$ cat src/hdl/stg_pkg.sv
package stg_pkg;

  // Clock and line rate
  localparam int CLK_HZ             = 125_000_000;
  localparam int BAUD_DEFAULT       = 9600;
  localparam int BAUD_MIN           = 300;
  // Whole cycles per bit, rounded down so the rate never falls below the figure
  localparam int BIT_CYCLES_DEFAULT = CLK_HZ / BAUD_DEFAULT;
  localparam int BIT_CYCLES_MAX     = CLK_HZ / BAUD_MIN;
  localparam int BAUD_CNT_W         = 20;

  // Frame layout: start, 8 payload bits, stop
  localparam logic [3:0] FRAME_BITS = 4'h9;

  // Character codes
  localparam logic [7:0] CH_SOH   = 8'h01;
  localparam logic [7:0] CH_COLON = 8'h3a;
  localparam logic [7:0] CH_SPACE = 8'h20;
  localparam logic [7:0] CH_QMARK = 8'h3f;
  localparam logic [7:0] CH_CR    = 8'h0d;
  localparam logic [7:0] CH_LF    = 8'h0a;
  localparam logic [7:0] CH_ZERO  = 8'h30;
  localparam logic [7:0] CH_NINE  = 8'h39;

  // Character positions
  localparam logic [3:0] QUAL_IDX     = 4'hd;
  localparam logic [3:0] LAST_IDX_DOY = 4'hf;
  localparam logic [3:0] LAST_IDX_PAR = 4'he;

  // Blanking: 2 min 30 s out of every 5 min
  localparam logic [5:0] BLANK_PERIOD_MIN = 6'h05;
  localparam logic [8:0] SEC_PER_MIN      = 9'h03c;
  localparam logic [8:0] BLANK_LEN_SEC    = 9'h096;

  // Reset values
  localparam logic       RESET_LINE = 1'b1;

  typedef enum logic [1:0] {
    MODE_CONT   = 2'b00,
    MODE_BLANK  = 2'b01,
    MODE_PARITY = 2'b10,
    MODE_SPARE  = 2'b11
  } stg_mode_t;

  typedef enum logic {
    ST_IDLE = 1'b0,
    ST_SEND = 1'b1
  } stg_state_t;

endpackage : stg_pkg

$ cat src/hdl/stg_char_if.sv
`timescale 1ns/1ps
`default_nettype none

// Character stream from framer to serialiser
interface stg_char_if;
  logic       valid;
  logic       ready;
  logic       idle;
  logic [7:0] data;
  logic       parity7;

  modport src (output valid, output data, output parity7, input ready, input idle);
  modport snk (input valid, input data, input parity7, output ready, output idle);
endinterface : stg_char_if

`default_nettype wire

$ cat src/hdl/stg_uart_tx.sv
`timescale 1ns/1ps
`default_nettype none

module stg_uart_tx #(
  parameter int BitCycles = stg_pkg::BIT_CYCLES_DEFAULT
) (
  input  wire logic clk,
  input  wire logic rst,
  stg_char_if.snk   chr,
  output logic      txd
);

  logic [8:0]                     mem_q [2];
  logic                           wrPtr_q;
  logic                           rdPtr_q;
  logic [1:0]                     count_q;
  logic [9:0]                     shift_q;
  logic [3:0]                     bitsLeft_q;
  logic [stg_pkg::BAUD_CNT_W-1:0] baud_q;
  logic                           busy_q;
  logic                           txd_q;

  ////////////////////////////////////////////////////////////////////////////
  // Two-entry buffer: a stall on the line pushes back on the framer
  wire       push     = chr.valid && chr.ready;
  wire       pop      = !busy_q && (count_q != 2'h0);
  wire [8:0] head     = mem_q[rdPtr_q];
  wire [6:0] low7     = head[6:0];
  wire       headPar  = head[8];
  // Odd parity over seven bits, else the eighth data bit
  wire       payload7 = headPar ? ~^low7 : head[7];
  wire [9:0] frame    = {1'b1, payload7, low7, 1'b0};
  wire       bitDone  = (baud_q == '0);

  assign chr.ready = (count_q != 2'h2);
  assign chr.idle  = !busy_q && (count_q == 2'h0);
  assign txd       = txd_q;

  // Buffer pointers and storage
  always_ff @(posedge clk or posedge rst) begin
    if (rst) begin
      wrPtr_q  <= 1'b0;
      rdPtr_q  <= 1'b0;
      count_q  <= 2'h0;
      mem_q[0] <= '0;
      mem_q[1] <= '0;
    end else begin
      if (push) begin
        mem_q[wrPtr_q] <= {chr.parity7, chr.data};
        wrPtr_q        <= !wrPtr_q;
      end
      if (pop) begin
        rdPtr_q <= !rdPtr_q;
      end
      count_q <= 2'(count_q + {1'b0, push} - {1'b0, pop});
    end
  end

  ////////////////////////////////////////////////////////////////////////////
  // Bit engine: start bit leaves on the pop, LSB first, stop bit last
  always_ff @(posedge clk or posedge rst) begin
    if (rst) begin
      txd_q      <= stg_pkg::RESET_LINE;
      shift_q    <= '1;
      bitsLeft_q <= 4'h0;
      baud_q     <= '0;
      busy_q     <= 1'b0;
    end else if (pop) begin
      txd_q      <= frame[0];
      shift_q    <= {1'b1, frame[9:1]};
      bitsLeft_q <= stg_pkg::FRAME_BITS;
      baud_q     <= stg_pkg::BAUD_CNT_W'(BitCycles - 1);
      busy_q     <= 1'b1;
    end else if (busy_q) begin
      if (!bitDone) begin
        baud_q <= stg_pkg::BAUD_CNT_W'(baud_q - 1'b1);
      end else if (bitsLeft_q != 4'h0) begin
        txd_q      <= shift_q[0];
        shift_q    <= {1'b1, shift_q[9:1]};
        bitsLeft_q <= 4'(bitsLeft_q - 4'h1);
        baud_q     <= stg_pkg::BAUD_CNT_W'(BitCycles - 1);
      end else begin
        busy_q <= 1'b0;
        txd_q  <= stg_pkg::RESET_LINE;
      end
    end
  end
endmodule : stg_uart_tx

`default_nettype wire

$ cat src/hdl/stg_time_string_gen.sv
`timescale 1ns/1ps
`default_nettype none

// How it works
// - SOH start bit leaves a few cycles after the second tick, well inside one bit.
// - Day-of-year string is 16 characters: SOH ddd:hh:mm:ss quality CR LF.
// - Day of year sent as three ASCII digits, 001 to 366.
// - Hours as two digits 00-23, minutes as two digits 00-59.
// - Seconds as two digits 00-59, and 60 passed through in a leap second.
// - Quality character is space when synchronized, question mark otherwise.
// - Day-of-year strings end with CR 0Dh then LF 0Ah.
// - Blanked mode suppresses strings for 2 min 30 s every 5 min.
// - Parity mode frames each character as start, 7 data, odd parity, stop.
// - Parity mode: start bit leading edge marks the second; receiver treats it so.
// - Parity mode sends 15 characters once per second at 300 baud or more.
// - Parity mode string: SOH, day:hh:mm:ss, CR, LF; time is the start-bit second.
// - Parity mode day is the ordinal day, 1 to 366.
// - Every day-of-year string opens with SOH, byte 01h.

module stg_time_string_gen #(
  parameter int BitCycles = stg_pkg::BIT_CYCLES_DEFAULT
) (
  input  wire logic       clk,
  input  wire logic       rst,
  input  wire logic       secTick,
  input  wire logic       syncOkPin,
  input  wire logic [1:0] modePin,
  input  wire logic [8:0] dayOfYear,
  input  wire logic [4:0] hours,
  input  wire logic [5:0] minutes,
  input  wire logic [5:0] seconds,
  output logic            txd,
  output logic            sending
);

  stg_char_if chr ();

  logic               syncMeta_q;
  logic               syncOk_q;
  logic [1:0]         modeMeta_q;
  logic [1:0]         mode_q;
  logic [8:0]         day_q;
  logic [4:0]         hour_q;
  logic [5:0]         min_q;
  logic [5:0]         sec_q;
  logic               synced_q;
  logic               parity_q;
  logic [3:0]         idx_q;
  logic [7:0]         data_q;
  stg_pkg::stg_state_t state_q;

  ////////////////////////////////////////////////////////////////////////////
  // Pins from outside the clock domain pass two flops first
  always_ff @(posedge clk or posedge rst) begin
    if (rst) begin
      syncMeta_q <= 1'b0;
      syncOk_q   <= 1'b0;
      modeMeta_q <= stg_pkg::MODE_CONT;
      mode_q     <= stg_pkg::MODE_CONT;
    end else begin
      syncMeta_q <= syncOkPin;
      syncOk_q   <= syncMeta_q;
      modeMeta_q <= modePin;
      mode_q     <= modeMeta_q;
    end
  end

  ////////////////////////////////////////////////////////////////////////////
  // Blanking window from the new second's position in its 5-minute slot
  wire [8:0] minMod      = {3'h0, minutes % stg_pkg::BLANK_PERIOD_MIN};
  wire [8:0] secInPeriod = 9'(minMod * stg_pkg::SEC_PER_MIN) + {3'h0, seconds};
  wire       blankNow    = (secInPeriod < stg_pkg::BLANK_LEN_SEC);
  wire       blankMode   = (mode_q == stg_pkg::MODE_BLANK);
  wire       parityMode  = (mode_q == stg_pkg::MODE_PARITY);

  // A string still on the line drops the tick rather than start late
  wire fire   = secTick && (state_q == stg_pkg::ST_IDLE) && chr.idle
                && !(blankMode && blankNow);
  wire accept = chr.valid && chr.ready;
  wire [3:0] lastIdx = parity_q ? stg_pkg::LAST_IDX_PAR : stg_pkg::LAST_IDX_DOY;

  ////////////////////////////////////////////////////////////////////////////
  // Decimal digits of the latched time
  wire [3:0] dayH  = 4'(day_q / 9'd100);
  wire [3:0] dayT  = 4'((day_q / 9'd10) % 9'd10);
  wire [3:0] dayO  = 4'(day_q % 9'd10);
  wire [3:0] hourT = 4'(hour_q / 5'd10);
  wire [3:0] hourO = 4'(hour_q % 5'd10);
  wire [3:0] minT  = 4'(min_q / 6'd10);
  wire [3:0] minO  = 4'(min_q % 6'd10);
  wire [3:0] secT  = 4'(sec_q / 6'd10);
  wire [3:0] secO  = 4'(sec_q % 6'd10);

  function automatic logic [7:0] dig(input logic [3:0] d);
    return stg_pkg::CH_ZERO + {4'h0, d};
  endfunction : dig

  // Parity strings drop the quality slot, so positions past it shift by one
  wire [3:0] nextIdx = 4'(idx_q + 4'h1);
  wire [3:0] slot    = (parity_q && nextIdx >= stg_pkg::QUAL_IDX) ?
                       4'(nextIdx + 4'h1) : nextIdx;
  wire [7:0] qualCh  = synced_q ? stg_pkg::CH_SPACE : stg_pkg::CH_QMARK;
  logic [7:0] nextChar;

  // Character at each slot of the string
  always_comb begin
    unique case (slot)
      4'h0:               nextChar = stg_pkg::CH_SOH;
      4'h1:               nextChar = dig(dayH);
      4'h2:               nextChar = dig(dayT);
      4'h3:               nextChar = dig(dayO);
      4'h4, 4'h7, 4'ha:   nextChar = stg_pkg::CH_COLON;
      4'h5:               nextChar = dig(hourT);
      4'h6:               nextChar = dig(hourO);
      4'h8:               nextChar = dig(minT);
      4'h9:               nextChar = dig(minO);
      4'hb:               nextChar = dig(secT);
      4'hc:               nextChar = dig(secO);
      4'hd:               nextChar = qualCh;
      4'he:               nextChar = stg_pkg::CH_CR;
      4'hf:               nextChar = stg_pkg::CH_LF;
    endcase
  end

  ////////////////////////////////////////////////////////////////////////////
  // Sequencer: time is captured at the tick, so fields name the start-bit second
  always_ff @(posedge clk or posedge rst) begin
    if (rst) begin
      state_q  <= stg_pkg::ST_IDLE;
      idx_q    <= 4'h0;
      data_q   <= stg_pkg::CH_SOH;
      day_q    <= '0;
      hour_q   <= '0;
      min_q    <= '0;
      sec_q    <= '0;
      synced_q <= 1'b0;
      parity_q <= 1'b0;
    end else if (fire) begin
      state_q  <= stg_pkg::ST_SEND;
      idx_q    <= 4'h0;
      data_q   <= stg_pkg::CH_SOH;
      day_q    <= dayOfYear;
      hour_q   <= hours;
      min_q    <= minutes;
      sec_q    <= seconds;
      synced_q <= syncOk_q;
      parity_q <= parityMode;
    end else if (accept) begin
      if (idx_q == lastIdx) begin
        state_q <= stg_pkg::ST_IDLE;
      end else begin
        idx_q  <= nextIdx;
        data_q <= nextChar;
      end
    end
  end

  assign chr.valid   = (state_q == stg_pkg::ST_SEND);
  assign chr.data    = data_q;
  assign chr.parity7 = parity_q;
  assign sending     = chr.valid;

  // Serialiser with its two-entry buffer
  stg_uart_tx #(
    .BitCycles (BitCycles)
  ) u_tx (
    .clk (clk),
    .rst (rst),
    .chr (chr),
    .txd (txd)
  );

  wire isColonPos = (idx_q == 4'h4) || (idx_q == 4'h7) || (idx_q == 4'ha);
  wire isDigitPos = (idx_q != 4'h0) && !isColonPos && (idx_q < stg_pkg::QUAL_IDX);
endmodule : stg_time_string_gen

`default_nettype wire

$ cat config.mk
export PLATFORM = sky130hd
export DESIGN_NAME = stg_time_string_gen
export DESIGN_NICKNAME = d
export VERILOG_FILES = /design/src/hdl/stg_pkg.sv /design/src/hdl/stg_char_if.sv /design/src/hdl/stg_uart_tx.sv /design/src/hdl/stg_time_string_gen.sv
export SDC_FILE = /design/constraint.sdc
export NUM_CORES = 1
export LEC_CHECK = 0
export BUFFER_PORTS_ARGS = -buffer_cell sky130_fd_sc_hd__buf_2
export CORE_MARGIN = 2
export CORE_UTILIZATION = 40
export CTS_CLUSTER_SIZE = 30
export DETAILED_ROUTE_END_ITERATION = 8
export GPL_ROUTABILITY_DRIVEN = 0
export GPL_TIMING_DRIVEN = 0
export SETUP_SLACK_MARGIN = 0.15
export SKIP_CTS_REPAIR_TIMING = 1
export SYNTH_ARGS = -nofsm -noshare
export SYNTH_HDL_FRONTEND = slang
export SYNTH_HIERARCHICAL = 1
export SYNTH_SLANG_ARGS = --single-unit
$ cat constraint.sdc
create_clock -name clk -period 16.4 [get_ports clk]
set_input_delay 0.82 -clock clk [delete_from_list [all_inputs] [get_ports clk]]
set_output_delay 0.82 -clock clk [all_outputs]
set_load 0.01 [all_outputs]
# Word-level counts from Yosys, hierarchy flattened
# Index checks and enable logic that the tools add are counted.
[op_classes]
n_reduce_logical = 30
n_mul = 1
magnitude_cmp = 5
n_mux = 40
bitwise_logic = 3
n_eq_ne = 21
n_div = 11
addsub = 16
[ops]
columns = ["operator", "count"]
rows = [
  ["$pmux 8 s14", 1],
  ["$mux 20", 4],
  ["$add 6x4->7 const A", 9],
  ["$mux 10", 4],
  ["$mux 9", 4],
  ["$eq 4x4->1 const B", 8],
  ["$mux 4", 8],
  ["$mux 8", 3],
  ["$logic_not 20->1", 1],
  ["$sub 20x1->20 const B", 1],
  ["$bwmux 18", 1],
  ["$mod 9x4->9 const B", 2],
  ["$eq 4x3->1 const B", 4],
  ["$mux 1", 13],
  ["$div 6x4->6 const B", 2],
  ["$mod 6x4->6 const B", 2],
  ["$reduce_bool 2->1", 6],
  ["$add 9x6->9", 1],
  ["$demux 9 s1", 1],
  ["$div 9x4->9 const B", 1],
  ["$div 9x7->9 const B", 1],
  ["$logic_and 1x1->1", 9],
  ["$lt 9x8->1 const B", 1],
  ["$add 4x1->4 const B", 2],
  ["28 further kinds", 38],
]
[word_totals]
register_bits = 105
wordCells = 150
out_inout_bits = 2

# Longest topological paths before layout
[logic_depth]
word_depth = 10
ltp_mapped = 33
mapped_depth_nobuf = 31

# Cells and area by module
# The synthesis kept the hierarchy.
[by_module_without_submodules]
columns = ["mod", "area_per_inst_um2", "cells_per_inst", "instances", "seq_area_each_um2"]
rows = [
  ["stg_time_string_gen", 5491.5, 692, 1, 1127.3],
  ["stg_uart_tx", 3017.9, 285, 1, 1412.6],
]

# Worst setup path before layout
# No wires, ideal clock.
[synth_timing]
path_type = "input -> register"
start = "in minutes[2]"
end = "reg day_q[0]"
path_stages = 30
setup_slack_ns = 8.897
arrival_ns = 7.378
required_time_ns = 16.275
setup_ns = 0.125
cell_sequence = "buf_2 nand2b_1 and3b_1 a211oi_1 ha_1 clkbuf_1 nand2_1 a211oi_1 nor3_1 nor2_1 ha_1 a21boi_0 nor3_1 mux2i_1 fa_1 fa_1 inv_1 fa_1 inv_1 ha_1 inv_1 o21bai_1 xor2_1 nor2_1 a32oi_1 o211ai_1 nand3b_1 o21ai_2 buf_4 mux2_2"
[synth_via]
elab_chain_len = 7
[synth_lines]
columns = ["element", "line", "rtl"]
rows = [
  ["from (decl)", "stg_time_string_gen.sv:30", "input wire logic [5:0] minutes,"],
  ["$mod 6x3->6", "stg_time_string_gen.sv:70", "wire [8:0] minMod = {3'h0, minutes % stg_pkg::BLANK_PERIOD_MIN};"],
  ["$mul 6x4->7", "stg_time_string_gen.sv:71", "wire [8:0] secInPeriod = 9'(minMod * stg_pkg::SEC_PER_MIN) + {3'h0, seconds};"],
  ["$add 9x6->9", "stg_time_string_gen.sv:71", ""],
  ["$lt 9x8->1", "stg_time_string_gen.sv:72", "wire blankNow = (secInPeriod < stg_pkg::BLANK_LEN_SEC);"],
  ["$logic_and 1x1->1", "stg_time_string_gen.sv:78", "&& !(blankMode && blankNow);"],
  ["$logic_not 1->1", "stg_time_string_gen.sv:78", ""],
  ["$logic_and 1x1->1", "stg_time_string_gen.sv:78", ""],
  ["to (signal assigned)", "stg_time_string_gen.sv:142", "day_q <= dayOfYear;"],
  ["to (decl)", "stg_time_string_gen.sv:42", "logic [8:0] day_q;"],
]
# Every way passes these cells.
# A chain may end at the register's enable or synchronous reset.

# Worst setup path in the final report
[layout_timing]
start = "in minutes[2]"
end = "reg day_q[3]"
# Same word-level chain as after synthesis.

==> PnR_summary.wiki <==
{| class="wikitable"
! Metric !! Value
|-
| Fillers || 2106
|-
| Total area of multi-input combinational cells || 0.005519 mm2
|-
| Cells after synthesis || 977
|-
| FF-to-FF path depth || 24
|-
| HPWL reported at the end of detailed placement || 16.35 mm
|-
| H-tree levels || 3
|-
| Die ar. || 0.02246 mm2
|-
| CTS Root Buffer Type || clkbuf_16
|-
| Largest driver fanout on the critical path || 10
|-
| Period Utilization, post-route || 51.32%
|-
| Grt ovf || 0
|-
| Leading register cell type out of synthesis || dfrtp_1
|-
| Horizontal die dimension || 149.9 um
|-
| Endpoint required time on the critical path || 16.64 ns
|-
| Share of flip-flops with an asynchronous set or reset || 100.0%
|-
| Part of the Yosys area used for sequential elements || 29.85%
|-
| Category of the critical setup timing path || primary input to flop
|-
| Average cell area after synthesis || 8.710 um2
|-
| Total via count in the routed design || 7472
|-
| Clock transition at the register clock pins on the worst setup and hold paths after CTS || 0.08 ns
|-
| Number of iterations in the first detailed-routing pass || 6
|-
| CP Data Arrival Time || 8.66 ns
|-
| Class of the tightest hold or removal check || flop to flop
|-
| Peak VDD IR || 70.17 uV
|-
| Worst Max-Slew Pin Slew || 0.9356 ns
|-
| Deepest clock path buffer count || 2
|-
| Number of core rows || 53
|-
| Kind of end point of the critical path || flop
|-
| Power per standard cell area || 72.70 mW/mm2
|-
| Clock tree from TritonCTS || yes
|-
| Pin count of the biggest net entering global routing || 34
|-
| Worst slew margin || 37.05%
|-
| Via count of the first global-routing pass || 6956
|-
| Count of antenna diodes in the layout || 0
|-
| Violation count after the first detailed-routing iteration || 475
|-
| Reported max-cap violation count || 0
|-
| Type of element launching the critical path || primary input
|-
| Post-route DRC || 0
|-
| Final setup fails || 0
|-
| Worst skew pair latency || 0.36 ns
|-
| Share of cells above drive strength 1 || 16.41%
|-
| Avg WL per Cell || 16.28 um
|-
| Setup repair after global routing missed its margin || no
|-
| Slowest-stage cell, CP || fa_1
|-
| Number of sinks handled by clock tree synthesis || 101
|-
| Final hold slack || 0.3499 ns
|-
| Antenna Violating Nets Remaining || 0
|-
| Wire length of the first global-routing pass || 35.52 mm
|-
| Total count of max-transition violations in the final report || 0
|-
| Initial antenna violation count || 0
|-
| Core area || 0.02096 mm2
|-
| Area added between synthesis and finish || 10.01%
|-
| Result of the run || complete, no violations
|-
| Min Tclk post-route || 8.416 ns
|-
| Vias per cell || 5.726
|-
| Initial core utilization || 40.61%
|-
| Timing-limited maximum frequency || 0.1188 GHz
|-
| Ports || 34
|-
| Warnings from Yosys || 6
|-
| Netlist cell types || 103
|-
| Fin Clk Skew || 0.01518 ns
|-
| Port Buffers || 32
|-
| Footprint of the flip-flops and latches || 0.002540 mm2
|-
| Post-synth EDFFs || 0
|-
| Static leakage || 4.015 nW
|-
| Synthesized cell area || 0.008509 mm2
|-
| Nets || 1097
|-
| Seq cells post-synth || 101
|-
| Maximum cell stage delay along the critical path || 0.53 ns
|-
| Wirelength, routed || 21.24 mm
|-
| Number of buffers created by CTS || 9
|-
| Combined global-route utilization of all metal layers || 19.52%
|-
| Endpoints failing hold || 0
|-
| TNS Setup || 0 ns
|-
| Height of the chip || 149.9 um
|-
| Hold path depth || 0
|}
==> sequential cells by signal, summed over array words and instances (netlist names), 2 cells and up <==
register / count
mode_q: 2
hour_q: 5
u_tx/count_q: 2
day_q: 9
modeMeta_q: 2
u_tx/shift_q: 8
u_tx/mem_q: 18
sec_q: 6
u_tx/bitsLeft_q: 4
idx_q: 4
u_tx/baud_q: 20
min_q: 6
chr.data: 6
==> worst max-delay path, delay by kind of cell <==
family / cells / cell delay, ns
muxes: 2 / 0.84
AOI/OAI and AO/OA: 7 / 1.79
adders and majority gates: 6 / 2.34
buffers and inverters: 7 / 1.05
and+or+nand+nor: 8 / 1.72
xor gates and xnor gates: 1 / 0.09
==> path summary, 6_finish.rpt <==
check,start,endpoint,slack (ns)
max,minutes[2],day_q[3],7.98
min reg2reg,modeMeta_q[1],mode_q[1],0.35
min,modeMeta_q[1],mode_q[1],0.35
max in group asynchronous,rst,u_tx/shift_q[5],15.15
min in group asynchronous,rst,day_q[1],0.48
max reg2reg,idx_q[0],chr.data[1],9.95
==> cells by family (layout without fill, tap and decap cells) <==
family | count (synthesis) | after routing | synth area share [%]
AOI/OAI and AO/OA | 296 | 296 | 24.29
xor gates and xnor gates | 41 | 41 | 4.720
adders and majority gates | 43 | 43 | 6.940
buffers and inverters | 105 | 155 | 5.426
DFF | 101 | 101 | 29.85
muxes | 62 | 62 | 8.058
other | 1 | 4 | 0.04407
and+or+nand+nor | 328 | 328 | 20.67
==> stage by stage <==
step	cells	area, um2	setup slack, ns	power [mW]	util [%]
after floorplan	980	8521	8.897	0.4259	-
after global placement	1287	9025	7.607	0.4628	43.07
after detailed placement	1289	9065	7.580	0.4708	43.26
after CTS	1305	9361	7.927	0.6906	44.67
after global routing	1305	9361	7.199	0.7274	44.67
final	1305	9361	7.984	0.6806	44.67
==> cells in the final DEF (no fill, tap or decap), types with 11 or more instances in the layout <==
| cell | count |
|---|---|
| a211oi_1 | 12 |
| a21oi_1 | 67 |
| a31oi_1 | 13 |
| buf_2 | 39 |
| clkbuf_1 | 28 |
| dfrtp_1 | 91 |
| ha_1 | 32 |
| inv_1 | 44 |
| mux2_2 | 43 |
| mux2i_1 | 16 |
| nand2_1 | 87 |
| nand2b_1 | 27 |
| nand3_1 | 28 |
| nor2_1 | 55 |
| nor2b_1 | 16 |
| nor3_1 | 30 |
| o21ai_0 | 54 |
| o22ai_1 | 11 |
| or3_1 | 11 |
| xnor2_1 | 25 |
| xor2_1 | 12 |
==> synthesized netlist by cell type, drive strengths merged (11+ instances only) <==
| cell type | number | area (um2) |
|---|---|---|
| o21ai | 61 | 331.6 |
| ha | 32 | 400.4 |
| buf | 23 | 151.4 |
| o22ai | 11 | 68.82 |
| nor2b | 16 | 100.1 |
| nor2 | 55 | 206.5 |
| xor2 | 13 | 121.4 |
| nand2 | 87 | 326.6 |
| dfrtp | 91 | 2277 |
| xnor2 | 26 | 235.2 |
| a211oi | 12 | 90.09 |
| mux2 | 43 | 484.2 |
| a21oi | 68 | 351.6 |
| a31oi | 13 | 81.33 |
| nand3 | 28 | 140.1 |
| or3 | 14 | 98.85 |
| mux2i | 19 | 201.4 |
| a21boi | 12 | 90.08 |
| clkbuf | 30 | 115.1 |
| nand2b | 27 | 168.9 |
| nor3 | 34 | 196.4 |
| inv | 48 | 180.2 |
==> power breakdown <==
group | total (mW) | switching, mW | leakage [nW] | internal [mW]
Clock | 0.217 | 0.110 | 0.142 | 0.107
Combinational | 0.212 | 0.117 | 2.66 | 0.0946
Sequential | 0.251 | 0.000772 | 1.21 | 0.251
==> cell type report <==
class                      count  share of cell area (%)
sequential                   101                   27.13
timing repair buffer          34                   2.138
multi-input combinational    774                   58.95
inverter                      52                   2.085
clock buffer                   9                   2.406
tap                          275                   3.675
buffer                        53                   2.847
clock inverter                 7                  0.7618
==> per-layer routing <==
layer	vias up	wire length (um)	share of wire [%]	track usage, %
met3	22	847	4.0	2.835
met4	0	352	1.7	5.330
li1	3686	-	-	-
met2	187	9937	47	31.26
met5	-	0	0	0
met1	3577	10100	48	27.51
No activity file was read; power rests on OpenSTA's default activity.
